<file path="src/shared/mpg_consts.svh">
// Constants for the multifunction pin pattern generator
`ifndef MPG_CONSTS_SVH
`define MPG_CONSTS_SVH

`define MPG_CTRL_OFFSET     8'h80
`define MPG_DATA0_OFFSET    8'h90
`define MPG_DATA3_OFFSET    8'h93
`define MPG_CTRL_RESET      8'h01

`define MPG_BIT_MODE        0
`define MPG_BIT_DIR         1
`define MPG_BIT_GPDATA      2
`define MPG_DUTY_LSB        3
`define MPG_PER_LSB         6

`define MPG_DUTY_GPIO       3'b000
`define MPG_DUTY_FULL       3'b001
`define MPG_DUTY_HALF       3'b010
`define MPG_DUTY_THIRD      3'b011
`define MPG_DUTY_QUARTER    3'b100
`define MPG_DUTY_SIXTH_A    3'b101
`define MPG_DUTY_SIXTH_B    3'b110
`define MPG_DUTY_LOAD       3'b111

`define MPG_CLK_MHZ         200
`define MPG_PER0_NS         1600
`define MPG_PER1_MS         26
`define MPG_PER2_MS         52
`define MPG_PER3_MS         105
`define MPG_PER0_CYC        ((`MPG_PER0_NS * `MPG_CLK_MHZ) / 1000)
`define MPG_PER1_CYC        (`MPG_PER1_MS * 1000 * `MPG_CLK_MHZ)
`define MPG_PER2_CYC        (`MPG_PER2_MS * 1000 * `MPG_CLK_MHZ)
`define MPG_PER3_CYC        (`MPG_PER3_MS * 1000 * `MPG_CLK_MHZ)
`define MPG_PATTERN_BITS    32

`endif

</file>
<file path="src/shared/mpg_pkg.sv">
// Types for the multifunction pin pattern generator
package mpg_pkg;
   typedef enum logic [1:0] {
      MPG_ROLE_ENABLE  = 2'b00,
      MPG_ROLE_PATTERN = 2'b01,
      MPG_ROLE_GPIN    = 2'b10,
      MPG_ROLE_GPOUT   = 2'b11
   } mpg_role_t;

   typedef enum logic [1:0] {
      MPG_ST_IDLE  = 2'b00,
      MPG_ST_SHIFT = 2'b01,
      MPG_ST_DEAD  = 2'b10
   } mpg_state_t;
endpackage

</file>
<file path="src/design/mpg_pin_ctrl.sv">
// Multifunction pin controller: enable input, pattern output or GPIO
//
// How it works
// (RULE_01) Bit 0 clear: pin is an active-high hardware enable input.
// (RULE_02) Bit 0 set with duty code: pin is pattern output.
// (RULE_03) Bits 7:6 pick bit period 1.6us, 26ms, 52ms or 105ms.
// (RULE_04) One pattern lasts 32 bit periods, one bit per period.
// (RULE_05) Duty codes: 010 half, 011 third, 100 quarter, 101/110 sixth.
// (RULE_06) After each pattern, pin floats 32*period*(1/duty-1), then repeats.
// (RULE_07) Full duty repeats pattern back to back with no dead time.
// (RULE_08) Codes 000 with bit 1 set: GPIO input, bit 2 reads pin.
// (RULE_09) Codes 000 with bit 1 clear: GPIO output driven by bit 2.
// (RULE_10) Pattern shifts out LSB first, data byte 0 bit 0 first.
// (RULE_11) Pattern bit 1 pulls pin low; bit 0 leaves pin open.
// (RULE_12) Writing 111 to bits 5:3 loads data bytes into shifter.
// (RULE_13) Any role or setting change restarts pattern from first bit.
`timescale 1ns/10ps
`default_nettype none
`include "mpg_consts.svh"

module mpg_pin_ctrl #(
   parameter int unsigned PER0_CYC = `MPG_PER0_CYC,
   parameter int unsigned PER1_CYC = `MPG_PER1_CYC,
   parameter int unsigned PER2_CYC = `MPG_PER2_CYC,
   parameter int unsigned PER3_CYC = `MPG_PER3_CYC
) (
   input  wire logic             core_clk,
   input  wire logic             srst,
   input  wire logic             reg_wr,
   input  wire logic             reg_rd,
   input  wire logic [7:0]       reg_addr,
   input  wire logic [7:0]       reg_wdata,
   output logic      [7:0]       reg_rdata,
   input  wire logic             pin_in,
   output logic                  pin_out,
   output logic                  pin_oe,
   output logic                  hardware_enable,
   output mpg_pkg::mpg_role_t    pin_role
);
   import mpg_pkg::*;

   // ------------------------------------------------------------
   // Registers
   // ------------------------------------------------------------
   logic [7:0]  ctrl_q;
   logic [31:0] pdata_q;
   logic [31:0] shift_q;
   logic [7:0]  rdata_q;
   logic        pin_s1_q;
   logic        pin_s2_q;

   wire         wr_ctrl   = reg_wr && reg_addr == `MPG_CTRL_OFFSET;
   wire [2:0]   wr_duty   = reg_wdata[`MPG_DUTY_LSB +: 3];
   wire         load_req  = wr_ctrl && wr_duty == `MPG_DUTY_LOAD;
   wire         wr_data   = reg_wr && reg_addr >= `MPG_DATA0_OFFSET
                            && reg_addr <= `MPG_DATA3_OFFSET;
   wire [1:0]   data_idx  = reg_addr[1:0];
   wire [2:0]   duty      = ctrl_q[`MPG_DUTY_LSB +: 3];
   wire [1:0]   per_sel   = ctrl_q[`MPG_PER_LSB +: 2];

   // Role decode
   wire         mode_on   = ctrl_q[`MPG_BIT_MODE];
   wire         gp_sel    = duty == `MPG_DUTY_GPIO;
   assign pin_role = !mode_on ? MPG_ROLE_ENABLE :                // [RULE_01]
                     !gp_sel  ? MPG_ROLE_PATTERN :               // [RULE_02]
                     ctrl_q[`MPG_BIT_DIR] ? MPG_ROLE_GPIN        // [RULE_08]
                                          : MPG_ROLE_GPOUT;      // [RULE_09]
   wire pat_on = pin_role == MPG_ROLE_PATTERN && duty != `MPG_DUTY_LOAD;

   // Pattern repeats per duty cycle: total frame = 32 * N periods
   function automatic logic [2:0] duty_mult(input logic [2:0] code);
      case (code)
         `MPG_DUTY_HALF:    duty_mult = 3'd2;                     // [RULE_05]
         `MPG_DUTY_THIRD:   duty_mult = 3'd3;
         `MPG_DUTY_QUARTER: duty_mult = 3'd4;
         `MPG_DUTY_SIXTH_A: duty_mult = 3'd6;
         `MPG_DUTY_SIXTH_B: duty_mult = 3'd6;
         default:           duty_mult = 3'd1;                     // [RULE_07]
      endcase
   endfunction

   function automatic logic [31:0] per_cycles(input logic [1:0] sel);
      case (sel)
         2'b00:   per_cycles = 32'(PER0_CYC);                     // [RULE_03]
         2'b01:   per_cycles = 32'(PER1_CYC);
         2'b10:   per_cycles = 32'(PER2_CYC);
         default: per_cycles = 32'(PER3_CYC);
      endcase
   endfunction

   // ------------------------------------------------------------
   // Register file
   // ------------------------------------------------------------
   always_ff @(posedge core_clk) begin
      if (srst) begin
         ctrl_q <= `MPG_CTRL_RESET;
      end else if (wr_ctrl) begin
         ctrl_q <= reg_wdata;
      end
   end

   always_ff @(posedge core_clk) begin
      if (srst) begin
         pdata_q <= 32'h0000_0000;
      end else if (wr_data) begin
         pdata_q[data_idx*8 +: 8] <= reg_wdata;
      end
   end

   // Two-flop sync of the external pin
   always_ff @(posedge core_clk) begin
      if (srst) begin
         pin_s1_q <= 1'b0;
         pin_s2_q <= 1'b0;
      end else begin
         pin_s1_q <= pin_in;
         pin_s2_q <= pin_s1_q;
      end
   end

   wire [7:0] ctrl_view = {ctrl_q[7:3],
                           pin_role == MPG_ROLE_GPIN ? pin_s2_q     // [RULE_08]
                                                     : ctrl_q[2],
                           ctrl_q[1:0]};
   wire [7:0] rd_mux = reg_addr == `MPG_CTRL_OFFSET ? ctrl_view :
                       wr_data || (reg_addr >= `MPG_DATA0_OFFSET &&
                                   reg_addr <= `MPG_DATA3_OFFSET)
                          ? pdata_q[data_idx*8 +: 8] : 8'h00;

   always_ff @(posedge core_clk) begin
      if (srst) begin
         rdata_q <= 8'h00;
      end else if (reg_rd) begin
         rdata_q <= rd_mux;
      end
   end
   assign reg_rdata = rdata_q;

   // ------------------------------------------------------------
   // Pattern sequencer
   // ------------------------------------------------------------
   mpg_state_t  st_q;
   logic [31:0] tick_q;
   logic [7:0]  bitcnt_q;
   logic [2:0]  frame_q;
   logic        pat_oe_q;

   wire restart  = wr_ctrl;                                       // [RULE_13]
   wire per_end  = tick_q == per_cycles(per_sel) - 32'd1;
   wire last_bit = bitcnt_q == 8'(`MPG_PATTERN_BITS - 1);
   wire last_frm = frame_q == duty_mult(duty) - 3'd1;

   always_ff @(posedge core_clk) begin
      if (srst) begin
         shift_q <= 32'h0000_0000;
      end else if (load_req) begin
         shift_q <= pdata_q;                                      // [RULE_12]
      end
   end

   always_ff @(posedge core_clk) begin
      if (srst || restart || !pat_on) begin
         st_q     <= MPG_ST_IDLE;
         tick_q   <= 32'h0000_0000;
         bitcnt_q <= 8'h00;
         frame_q  <= 3'd0;
      end else begin
         case (st_q)
            MPG_ST_IDLE: begin
               st_q <= MPG_ST_SHIFT;
            end
            MPG_ST_SHIFT, MPG_ST_DEAD: begin
               tick_q <= per_end ? 32'h0000_0000 : tick_q + 32'd1;
               if (per_end) begin
                  bitcnt_q <= last_bit ? 8'h00 : bitcnt_q + 8'd1; // [RULE_04]
                  if (last_bit) begin
                     frame_q <= last_frm ? 3'd0 : frame_q + 3'd1;
                     st_q    <= last_frm ? MPG_ST_SHIFT           // [RULE_06]
                                         : MPG_ST_DEAD;
                  end
               end
            end
            default: begin
               st_q <= MPG_ST_IDLE;
            end
         endcase
      end
   end

   // Pattern drive registered so the pad sees no bit-select decode glitches
   wire cur_bit = shift_q[bitcnt_q[4:0]];                         // [RULE_10]
   always_ff @(posedge core_clk) begin
      if (srst) begin
         pat_oe_q <= 1'b0;
      end else begin
         pat_oe_q <= st_q == MPG_ST_SHIFT && cur_bit;             // [RULE_11]
      end
   end

   // Pattern role only ever pulls low; a 0 bit just releases the pin
   assign pin_out = pin_role == MPG_ROLE_GPOUT ? ctrl_q[`MPG_BIT_GPDATA]
                                               : 1'b0;            // [RULE_09]
   assign pin_oe  = pin_role == MPG_ROLE_GPOUT ||
                    (pin_role == MPG_ROLE_PATTERN && pat_oe_q);
   assign hardware_enable = pin_role == MPG_ROLE_ENABLE && pin_s2_q;
endmodule
`default_nettype wire

</file>
<file path="config.mk">
export PLATFORM = sky130hd
export DESIGN_NAME = mpg_pin_ctrl
export DESIGN_NICKNAME = d
export VERILOG_FILES = /design/src/shared/mpg_pkg.sv /design/src/design/mpg_pin_ctrl.sv
export VERILOG_INCLUDE_DIRS = /design/src /design/src/shared
export SDC_FILE = /design/constraint.sdc
export NUM_CORES = 1
export LEC_CHECK = 0
export CORE_MARGIN = 8
export CORE_UTILIZATION = 45
export DETAILED_ROUTE_END_ITERATION = 8
export DONT_BUFFER_PORTS = 1
export MAX_ROUTING_LAYER = met4
export SETUP_SLACK_MARGIN = 0.02
export SLEW_MARGIN = 0
export SYNTH_ARGS = -nofsm -noshare
export SYNTH_HDL_FRONTEND = slang
export SYNTH_SLANG_ARGS = --single-unit
</file>
<file path="constraint.sdc">
create_clock -name core_clk -period 6.9 [get_ports core_clk]
set_input_delay 1.725 -clock core_clk [delete_from_list [all_inputs] [get_ports core_clk]]
set_output_delay 1.725 -clock core_clk [all_outputs]
set_load 0.02 [all_outputs]
</file>
==> run metrics, run 1 <==
RSZ-0062 raised after global routing=false; Combinational Power Share=0.010; post-synthesis sequential area ratio=0.418; CTS tree=yes; ANT nets after route=0; vias per cell=5.67; Startpoint Class=register; switch share=0.197; hold buffer count at CTS=0; power consumption=between 0.0015 and 0.002 W; clock insertion delay at the later pin of the skew report=0.42 ns; max-slew violation count=0; reg2reg start=ctrl_q[6]; Total Wirelength=roughly 15000 um; Pint=0.00133 W; Hold Crit Depth=1; dpl cells=847; commonest non-fill, non-tap cells in the layout=nand2_1 (135), dfxtp_1 (128), a21oi_1 (80), nand3_1 (60), nor2_1 (56); CP delay by family, top=compound AO/OA/AOI/OAI gates; largest net degree at the start of global routing=85; wire length on met2=6940 um; min-delay worst type=reg -> reg; Crit Path Class=reg -> out; number of synthesized register bits=128; Distinct cells, synth=55; area grow syn2layout=10.1%; critical-path cell list=nor3_1 > a21boi_0 > o21a_1; clock power share=0.539; routed wl met3=661 um; root buf cell=clkbuf_16; final routed DRC violation total=0; maxcap violations=0; hold endpoint=pin_s2_q; Overflow after GRT=0; nets@finish=728; Netlist Area Pre-Place=0.00613 sq mm; setup bufs post-CTS=0; die height=133 um; top layer in use=met4; gate count after technology mapping=713; Clock transition at path regs=0.05 ns; First-pass DRT Iterations=5; Die Area=0.0176 sq mm; final cell utilization of the core=0.507; static leakage=between 2 and 2.5 nW; Worst Max-Slew Pin Slew=~1.1 ns; Async SR Flop Fraction=0; pre-CTS setup slack=2.55 ns; CP Buf/Inv Count=0; final setup vio count=0; Num CTS Buffers=17; final worst setup slack=~2.9 ns; # clock sinks=128; Final Hold Viols=0; CTS resizes=0; H-tree levels=4; Non-Filler Instances=876; setup_tns=0 ns; Switch Pwr=0.000327 W; via count=4964; Initial Utilization=0.461; min Tclk post-route=4.05 ns; skew final=0.00775 ns; commonest non-fill, non-tap cell in the layout=nand2_1; Synth Warn #=0; n_diodes=0; first-pass GRT wire length=24400 um; vias in the first global route=about 4800; CP endpoint kind=primary output; part of the power in registers=0.451; reg-to-reg critical path endpoint=tick_q[2]; R2R setup slack=3.69 ns; worst hold start=pin_s1_q; wire per inst=16.9 um; row count=42; post-DP HPWL=between 10000 and 15000 um; number of synthesized flops with an enable pin=0; crit share post-route=0.586; worst reg2reg path depth=7; Met1 Wirelength=6720 um; GRT Overall Usage=0.177; syn avg cell area=8.60 sq um; crit path max fanout=8; initial antenna violation count=0; Detailed Route Iter0 Violations=443; Worst Path Arrival=2.32 ns; Max VDD drop=0.151 mV; Port Buf Inserts=0; Worst EP required=just over 5 ns; CP max stage delay=0.89 ns; Pwr Density=246 mW/mm^2; placeable core region=0.0133 sq mm; syn_nets=751; CP max-delay cell=a21boi_0; Primary FF master, synth=dfxtp_1; relative slew slack=0.258; clk buf depth=2; IO Pins=34; global placement routability congestion=slightly above 0.8; outcome=complete, no violations; Max Clock Freq=247 MHz; DIE WIDTH=roughly 130 um; layout cells sized above 1=0.0843
==> cells by family after synthesis <==
group           Yosys count  share of synthesized area
flops                   128                      0.418
buf+inv                  52                     0.0382
xor+xnor                 38                     0.0543
simple gates            331                      0.259
compound gates          121                      0.122
fa+ha+maj                17                     0.0347
mux                      26                     0.0737
==> flip-flops by register name, summed over array words and instances, names as in the netlist <==
| register | flops |
|---|---|
| frame_q | 3 |
| ctrl_q | 8 |
| st_q | 2 |
| pin_s2_q | 1 |
| shift_q | 32 |
| bitcnt_q | 8 |
| reg_rdata | 8 |
| pdata_q | 32 |
| pat_oe_q | 1 |
| pin_s1_q | 1 |
| tick_q | 32 |
==> worst reg2reg max path, cell delays in order, from the launching register on <==
cell	delay [ns]
dfxtp_1	0.52
inv_1	0.15
ha_1	0.39
or4b_4	0.52
a2111oi_4	0.43
nand3_2	0.34
nand2_2	0.58
nor2_1	0.14
==> power groups by stage <==
stage | combinational, W | sequential [W] | clock [W]
detailed placement | 0.0000168 | 0.000763 | 0
floorplan | 0.0000239 | 0.000762 | 0
global route | 0.0000182 | 0.000747 | 0.000939
finish | 0.0000169 | 0.000747 | 0.000894
global placement | 0.0000164 | 0.000763 | 0
CTS | 0.0000169 | 0.000747 | 0.000909
==> layout make-up <==
cell class / instances / area, sq um
Fill cell: 1281 / 6550
Multi-Input combinational cell: 533 / 3330
Sequential cell: 128 / 2560
Clock buffer: 24 / 512
Tap cell: 176 / 220
Clock inverter: 5 / 77.6
Inverter: 9 / 33.8
Timing Repair Buffer: 1 / 7.51
==> metal layers <==
layer	up-vias	track usage
met5	-	-
met4	0	0.0934
met3	32	0.0405
met2	114	0.275
met1	2362	0.209
li1	2456	-
==> worst max-delay path by stage <==
stage,startpoint,to,slack [ns],cells after the start
detailed placement,reg_addr[6],tick_q[2],2.55,6
global placement,reg_addr[6],shift_q[24],2.70,6
floorplan,reg_addr[6],st_q[0],3.31,8
CTS,ctrl_q[4],pin_oe,2.82,3
global route,ctrl_q[4],pin_oe,2.76,3
finish,ctrl_q[4],pin_oe,2.85,3
==> metrics by stage <==
stage	hold slack [ns]	area, sq um
3_5_place_dp	0.427	6160
4_1_cts	0.446	6750
6_report	0.437	6750
5_1_grt	0.457	6750
2_1_floorplan	0.414	6130
3_3_place_gp	0.422	6160
==> synthesized netlist by cell type (3+ instances only) <==
library cell / number / area share
mux2_2: 3 / 0.0055
mux4_2: 15 / 0.055
xor2_1: 19 / 0.027
a22oi_1: 8 / 0.0098
or3_1: 6 / 0.0061
a211oi_1: 8 / 0.0098
and2_1: 5 / 0.0051
nand3_1: 60 / 0.049
mux2i_1: 8 / 0.013
nor4_1: 6 / 0.0061
dfxtp_1: 128 / 0.42
nand4_1: 12 / 0.012
nand2_1: 135 / 0.083
buf_4: 7 / 0.0086
and4_1: 3 / 0.0043
nor2_1: 56 / 0.034
nor3b_1: 3 / 0.0037
or4_1: 4 / 0.0049
a21oi_1: 80 / 0.065
inv_1: 9 / 0.0055
xnor2_1: 19 / 0.027
ha_1: 17 / 0.035
nor2b_1: 4 / 0.0041
o31ai_1: 4 / 0.0049
o21ai_0: 3 / 0.0024
clkbuf_1: 25 / 0.015
nor3_1: 8 / 0.0065
and3_1: 10 / 0.010
nand2b_1: 5 / 0.0051
buf_2: 10 / 0.0082
(Power assumes the default switching activity.)
==> inputs of run 2 (changes only) <==
clock period = 4 ns   (was 6.9 ns; I/O delays follow)
==> run 2 against run 1 <==
Cell count increased by 0.68%. Clock skew decreased by 0.00064 ns. Sequential share of layout area decreased by 0.23 points. Global-route usage decreased by 0.31 points. Combinational power increased by 69%. Core utilization increased by 0.31 points.
==> run metrics, run 2 (synthesis gave the netlist of run 1 again) <==
CP max stage delay=0.84 ns (-0.05 ns); skew final=0.00711 ns (-0.000640 ns); switch share=0.198 (+0.00112); initial antenna violation count=0 (unchanged); met2 usage=0.265 (-0.00987); Final Hold Viols=0 (unchanged); Worst Path Arrival=2.27 ns (-0.05 ns); Pint=0.00232 W (+74%); ANT nets after route=0 (unchanged); setup_tns=0 ns (unchanged); CTS tree=yes; Worst EP required=3.00 ns (-2.18 ns); Largest regs=pdata_q: 32 flops, shift_q: 32 flops, tick_q: 32 flops; Max Clock Freq=306 MHz; Clock transition at path regs=0.05 ns (about the same); vias per cell=5.62 (-0.88%); Worst Max-Slew Pin Slew=1.05 ns (-0.0501 ns); wire per inst=16.5 um (-2.1%); n_diodes=0 (unchanged); Crit Path Class=reg -> out; DIE WIDTH=133 um (unchanged); clk buf depth=2 (unchanged); first-pass GRT wire length=24000 um (-1.6%); final routed DRC violation total=0 (unchanged); CP Buf/Inv Count=0 (unchanged); Overflow after GRT=0 (unchanged); GRT busiest layer=met2; layout cells sized above 1=0.0907 (+0.00637); area grow syn2layout=10.7%; Port Buf Inserts=0 (unchanged); placeable core region=0.0133 sq mm (unchanged); grt met3 use=0.0439 (+0.00341); Detailed Route Iter0 Violations=350 (-21%); part of the power in registers=0.446 (-0.005); RSZ-0062 raised after global routing=false; met1 Use GR=0.210 (+0.00105); max-slew violation count=0 (unchanged); Die Area=0.0176 sq mm (unchanged); First-pass DRT Iterations=5 (unchanged); via count=4954 (-0.20%); row count=42 (unchanged); Switch Pwr=0.000573 W (+75%); CP delay by family, top=compound AO/OA/AOI/OAI gates; CP max-delay cell=a21boi_0; post-DP HPWL=10700 um (-0.22%); Initial Utilization=0.461 (unchanged); largest net degree at the start of global routing=85 (unchanged); CTS resizes=0 (unchanged); min Tclk post-route=around 3.3 ns; clock power share=0.544 (+0.005); crit path max fanout=8 (unchanged); H-tree levels=4 (unchanged); Num CTS Buffers=17 (unchanged); critical-path cell list=nor3_1 > a21boi_0 > o21a_1; global placement routability congestion=0.894 (+7.9%); Startpoint Class=register; IO Pins=34 (unchanged); GRT Overall Usage=0.173 (-0.00308); outcome=complete, no violations; nets@finish=731 (+0.41%); hold_ws=0.439 ns (+0.00183 ns); R2R setup slack=0.90 ns (-2.79 ns); crit share post-route=0.817; commonest non-fill, non-tap cell in the layout=nand2_1; vias in the first global route=4727 (-1.6%); Max VDD drop=0.275 mV (+82%); relative slew slack=0.298 (+0.0400); commonest non-fill, non-tap cells in the layout=nand2_1 (135), dfxtp_1 (128), a21oi_1 (80), nand3_1 (60), nor2_1 (56); Combinational Power Share=0.010 (about the same); Total Wirelength=14600 um (-1.5%); root buf cell=clkbuf_16; maxcap violations=0 (unchanged); setup bufs post-CTS=0 (unchanged); CP endpoint kind=primary output; # clock sinks=128 (unchanged); die height=133 um (unchanged); Pwr Density=426 mW/mm^2 (+73%); clock insertion delay at the later pin of the skew report=0.42 ns (about the same); static leakage=2.14 nW (+1.1%); min-delay worst type=reg -> reg; hold buffer count at CTS=0 (unchanged); final setup vio count=0 (unchanged)
==> run 2: changes by cell type in the layout (fill, tap and decap cells not counted) <==
cell and delta:
clkbuf_8 -3, clkbuf_1 +1, buf_4 +3, bufinv_16 +1, clkinv_2 +2, clkinvlp_4 +1, clkinv_4 +1
==> run 2: layout make-up <==
class,instances,area (sq um)
clock buffer,22,474
tap,176,220
timing repair buffer,4,30.0
multi-input combinational,533,3330
fill,1243,6510
inverter,9,33.8
clock inverter,10,134
sequential,128,2560
==> run 2: per-layer routing <==
| layer | wire length (um) | up-vias |
|---|---|---|
| li1 | - | 2472 |
| met2 | 6850 | 110 |
| met4 | 423 | 0 |
| met5 | 0 | - |
| met3 | 707 | 28 |
| met1 | 6610 | 2344 |
==> run 2: worst paths after layout <==
kind	endpoint	start	depth (start not counted)
max reg2reg	tick_q[9]	ctrl_q[7]	7
min reg2reg	pin_s2_q	pin_s1_q	1
min	pin_s2_q	pin_s1_q	1
max	pin_oe	ctrl_q[4]	3
==> run 2: power groups by stage <==
stage | Combinational (W) | Sequential, W | Clock, W
3_3_place_gp | 0.0000281 | 0.00132 | 0
2_1_floorplan | 0.0000412 | 0.00131 | 0
6_report | 0.0000286 | 0.00129 | 0.00157
5_1_grt | 0.0000318 | 0.00129 | 0.00165
4_1_cts | 0.0000287 | 0.00129 | 0.00160
3_5_place_dp | 0.0000286 | 0.00132 | 0
==> run 2: through the flow <==
stage	instance area (sq um)	std cells	worst slack [ns]	power, W	util
2_1_floorplan	6130	713	1.14	0.00136	-
3_3_place_gp	6180	850	0.476	0.00134	0.465
3_5_place_dp	6180	850	0.384	0.00134	0.465
4_1_cts	6790	882	0.648	0.00292	0.510
5_1_grt	6790	882	0.555	0.00297	0.510
6_report	6790	882	0.734	0.00289	0.510
==> inputs of run 3 (changes only) <==
clock period = 3 ns   (was 4 ns; I/O delays follow)
==> run 3 against run 2 <==
Global-route usage rose by 0.74 points. Via count up 1.5%. Non-clock buffer count is 13 higher. Largest cell class unchanged. Highest routed layer unchanged.
==> run metrics, run 3 (synthesis gave the netlist of run 1 again) <==
via count=5026 (+1.5%); FF+latch area=0.00256 sq mm (unchanged); CP Buf/Inv Count=0 (unchanged); Pwr Density=559 mW/mm^2 (+31%); skew final=0.00807 ns (+0.000963 ns); relative slew slack=0.498 (+0.200); global placement routability congestion=0.863 (-3.5%); dpl cells=863 (+1.5%); Total Wirelength=15100 um (+3.6%); die height=133 um (unchanged); Num CTS Buffers=17 (unchanged); # clock sinks=128 (unchanged); H-tree levels=4 (unchanged); area of the multi-input gates=0.00334 sq mm (+0.23%); largest net degree at the start of global routing=85 (unchanged); CP max-delay cell=nor3_1; final cell utilization of the core=0.519 (+0.00819); crit path max fanout=8 (unchanged); outcome=complete, no violations; pre-CTS setup slack=0.146 ns (-0.238 ns); Max VDD drop=0.550 mV (+100%); nets@finish=744 (+1.8%); vias in the first global route=4780 (+1.1%); root buf cell=clkbuf_16; setup bufs post-CTS=0 (unchanged); clk buf depth=2 (unchanged); static leakage=2.20 nW (+2.8%); n_diodes=0 (unchanged); RSZ-0062 raised after global routing=false; CP delay by family, top=simple AND/OR/NAND/NOR gates; post-DP HPWL=11000 um (+2.6%); ANT nets after route=0 (unchanged); Max Clock Freq=between 300 and 400 MHz; IO Pins=34 (unchanged); Detailed Route Iter0 Violations=377 (+7.7%); min Tclk post-route=2.81 ns; Worst EP required=2.25 ns (-0.75 ns); placeable core region=0.0133 sq mm (unchanged); Initial Utilization=0.461 (unchanged); critical-path cell list=nor3_1 > and2_1 > and3b_1; vias per cell=5.62 (about the same); layout cells sized above 1=0.104 (+0.0137); final setup vio count=0 (unchanged); Clock transition at path regs=0.06 ns (about the same); Die Area=0.0176 sq mm (unchanged); CP max stage delay=0.54 ns (-0.30 ns); Crit Path Class=reg -> out; Largest regs=pdata_q: 32 flops, shift_q: 32 flops, tick_q: 32 flops; Port Buf Inserts=0 (unchanged); wire per inst=16.9 um (+2.1%); Startpoint Class=register; min-delay worst type=in -> reg; maxcap violations=0 (unchanged); first-pass GRT wire length=24900 um (+3.9%); clock insertion delay at the later pin of the skew report=0.42 ns (about the same); crit share post-route=0.937; initial antenna violation count=0 (unchanged); row count=42 (unchanged); max-slew violation count=0 (unchanged); final worst setup slack=0.188 ns (-0.545 ns); final routed DRC violation total=0 (unchanged); Worst Max-Slew Pin Slew=0.751 ns (-0.302 ns); Non-Filler Instances=895 (+1.5%); area grow syn2layout=12.5%; DIE WIDTH=133 um (unchanged); Final Hold Viols=0 (unchanged); filler cell count=1246 (+0.24%); CTS tree=yes; commonest non-fill, non-tap cells in the layout=nand2_1 (135), dfxtp_1 (128), a21oi_1 (80), nand3_1 (60), nor2_1 (56); GRT Overall Usage=0.181 (+0.00740); CP endpoint kind=primary output; First-pass DRT Iterations=5 (unchanged); setup_tns=0 ns (unchanged); Overflow after GRT=0 (unchanged); commonest non-fill, non-tap cell in the layout=nand2_1; Worst Path Arrival=2.06 ns (-0.21 ns)
run 3: cell types whose count changed in the layout (fill, tap and decap cells not counted), sizes merged:
cell and change:
buf +13, clkbuf +1, clkinv -3, clkinvlp +1, inv +1
run 3: metrics by stage:
step | power [W] | hold WS, ns | cell area [sq um]
floorplan | 0.00181 | 0.414 | 6130
global placement | 0.00180 | 0.421 | 6290
detailed placement | 0.00180 | 0.441 | 6290
CTS | 0.00388 | 0.389 | 6890
global route | 0.00397 | 0.381 | 6900
finish | 0.00386 | 0.398 | 6900
run 3: worst paths after layout:
path | from | endpoint | slack (ns) | depth (start not counted)
max | ctrl_q[4] | pin_out | 0.19 | 3
min | srst | pin_s1_q | 0.40 | 1
max reg2reg | ctrl_q[7] | frame_q[2] | 0.23 | 7
min reg2reg | shift_q[12] | shift_q[12] | 0.45 | 2
run 3: timing repair:
action | CTS | global route
setup endpoints to repair | 1 | 2
resized for setup | 1 | 1
pin swaps | 0 | 0
hold buffers | 0 | 0
run 3: where the power goes:
part	switching (W)	internal [W]
sequential	0.0000106	0.00171
combinational	0.0000217	0.0000211
clock	0.000748	0.00135
run 3: worst reg2reg max path, cell delays in order, from the launching register on:
cell and delay [ns]:
dfxtp_1 0.42, inv_1 0.11, ha_1 0.34, or4b_4 0.51, a2111oi_4 0.41, nand3_4 0.23, or4_1 0.52, a21oi_1 0.16
run 3: routing by layer:
metal,up-vias,global-route usage,routed length [um]
met5,-,-,0
met4,0,0.0669,278
met2,134,0.276,7080
met1,2374,0.226,6930
li1,2496,-,-
met3,22,0.0466,834
run 3: cell type report:
type,count,share of cell area
clock buffers,23,0.0679
clock inverters,9,0.0191
inverters,9,0.00490
multi-input cells,533,0.484
flip-flops and latches,128,0.372
well taps,176,0.0319
repair buffers,17,0.0203
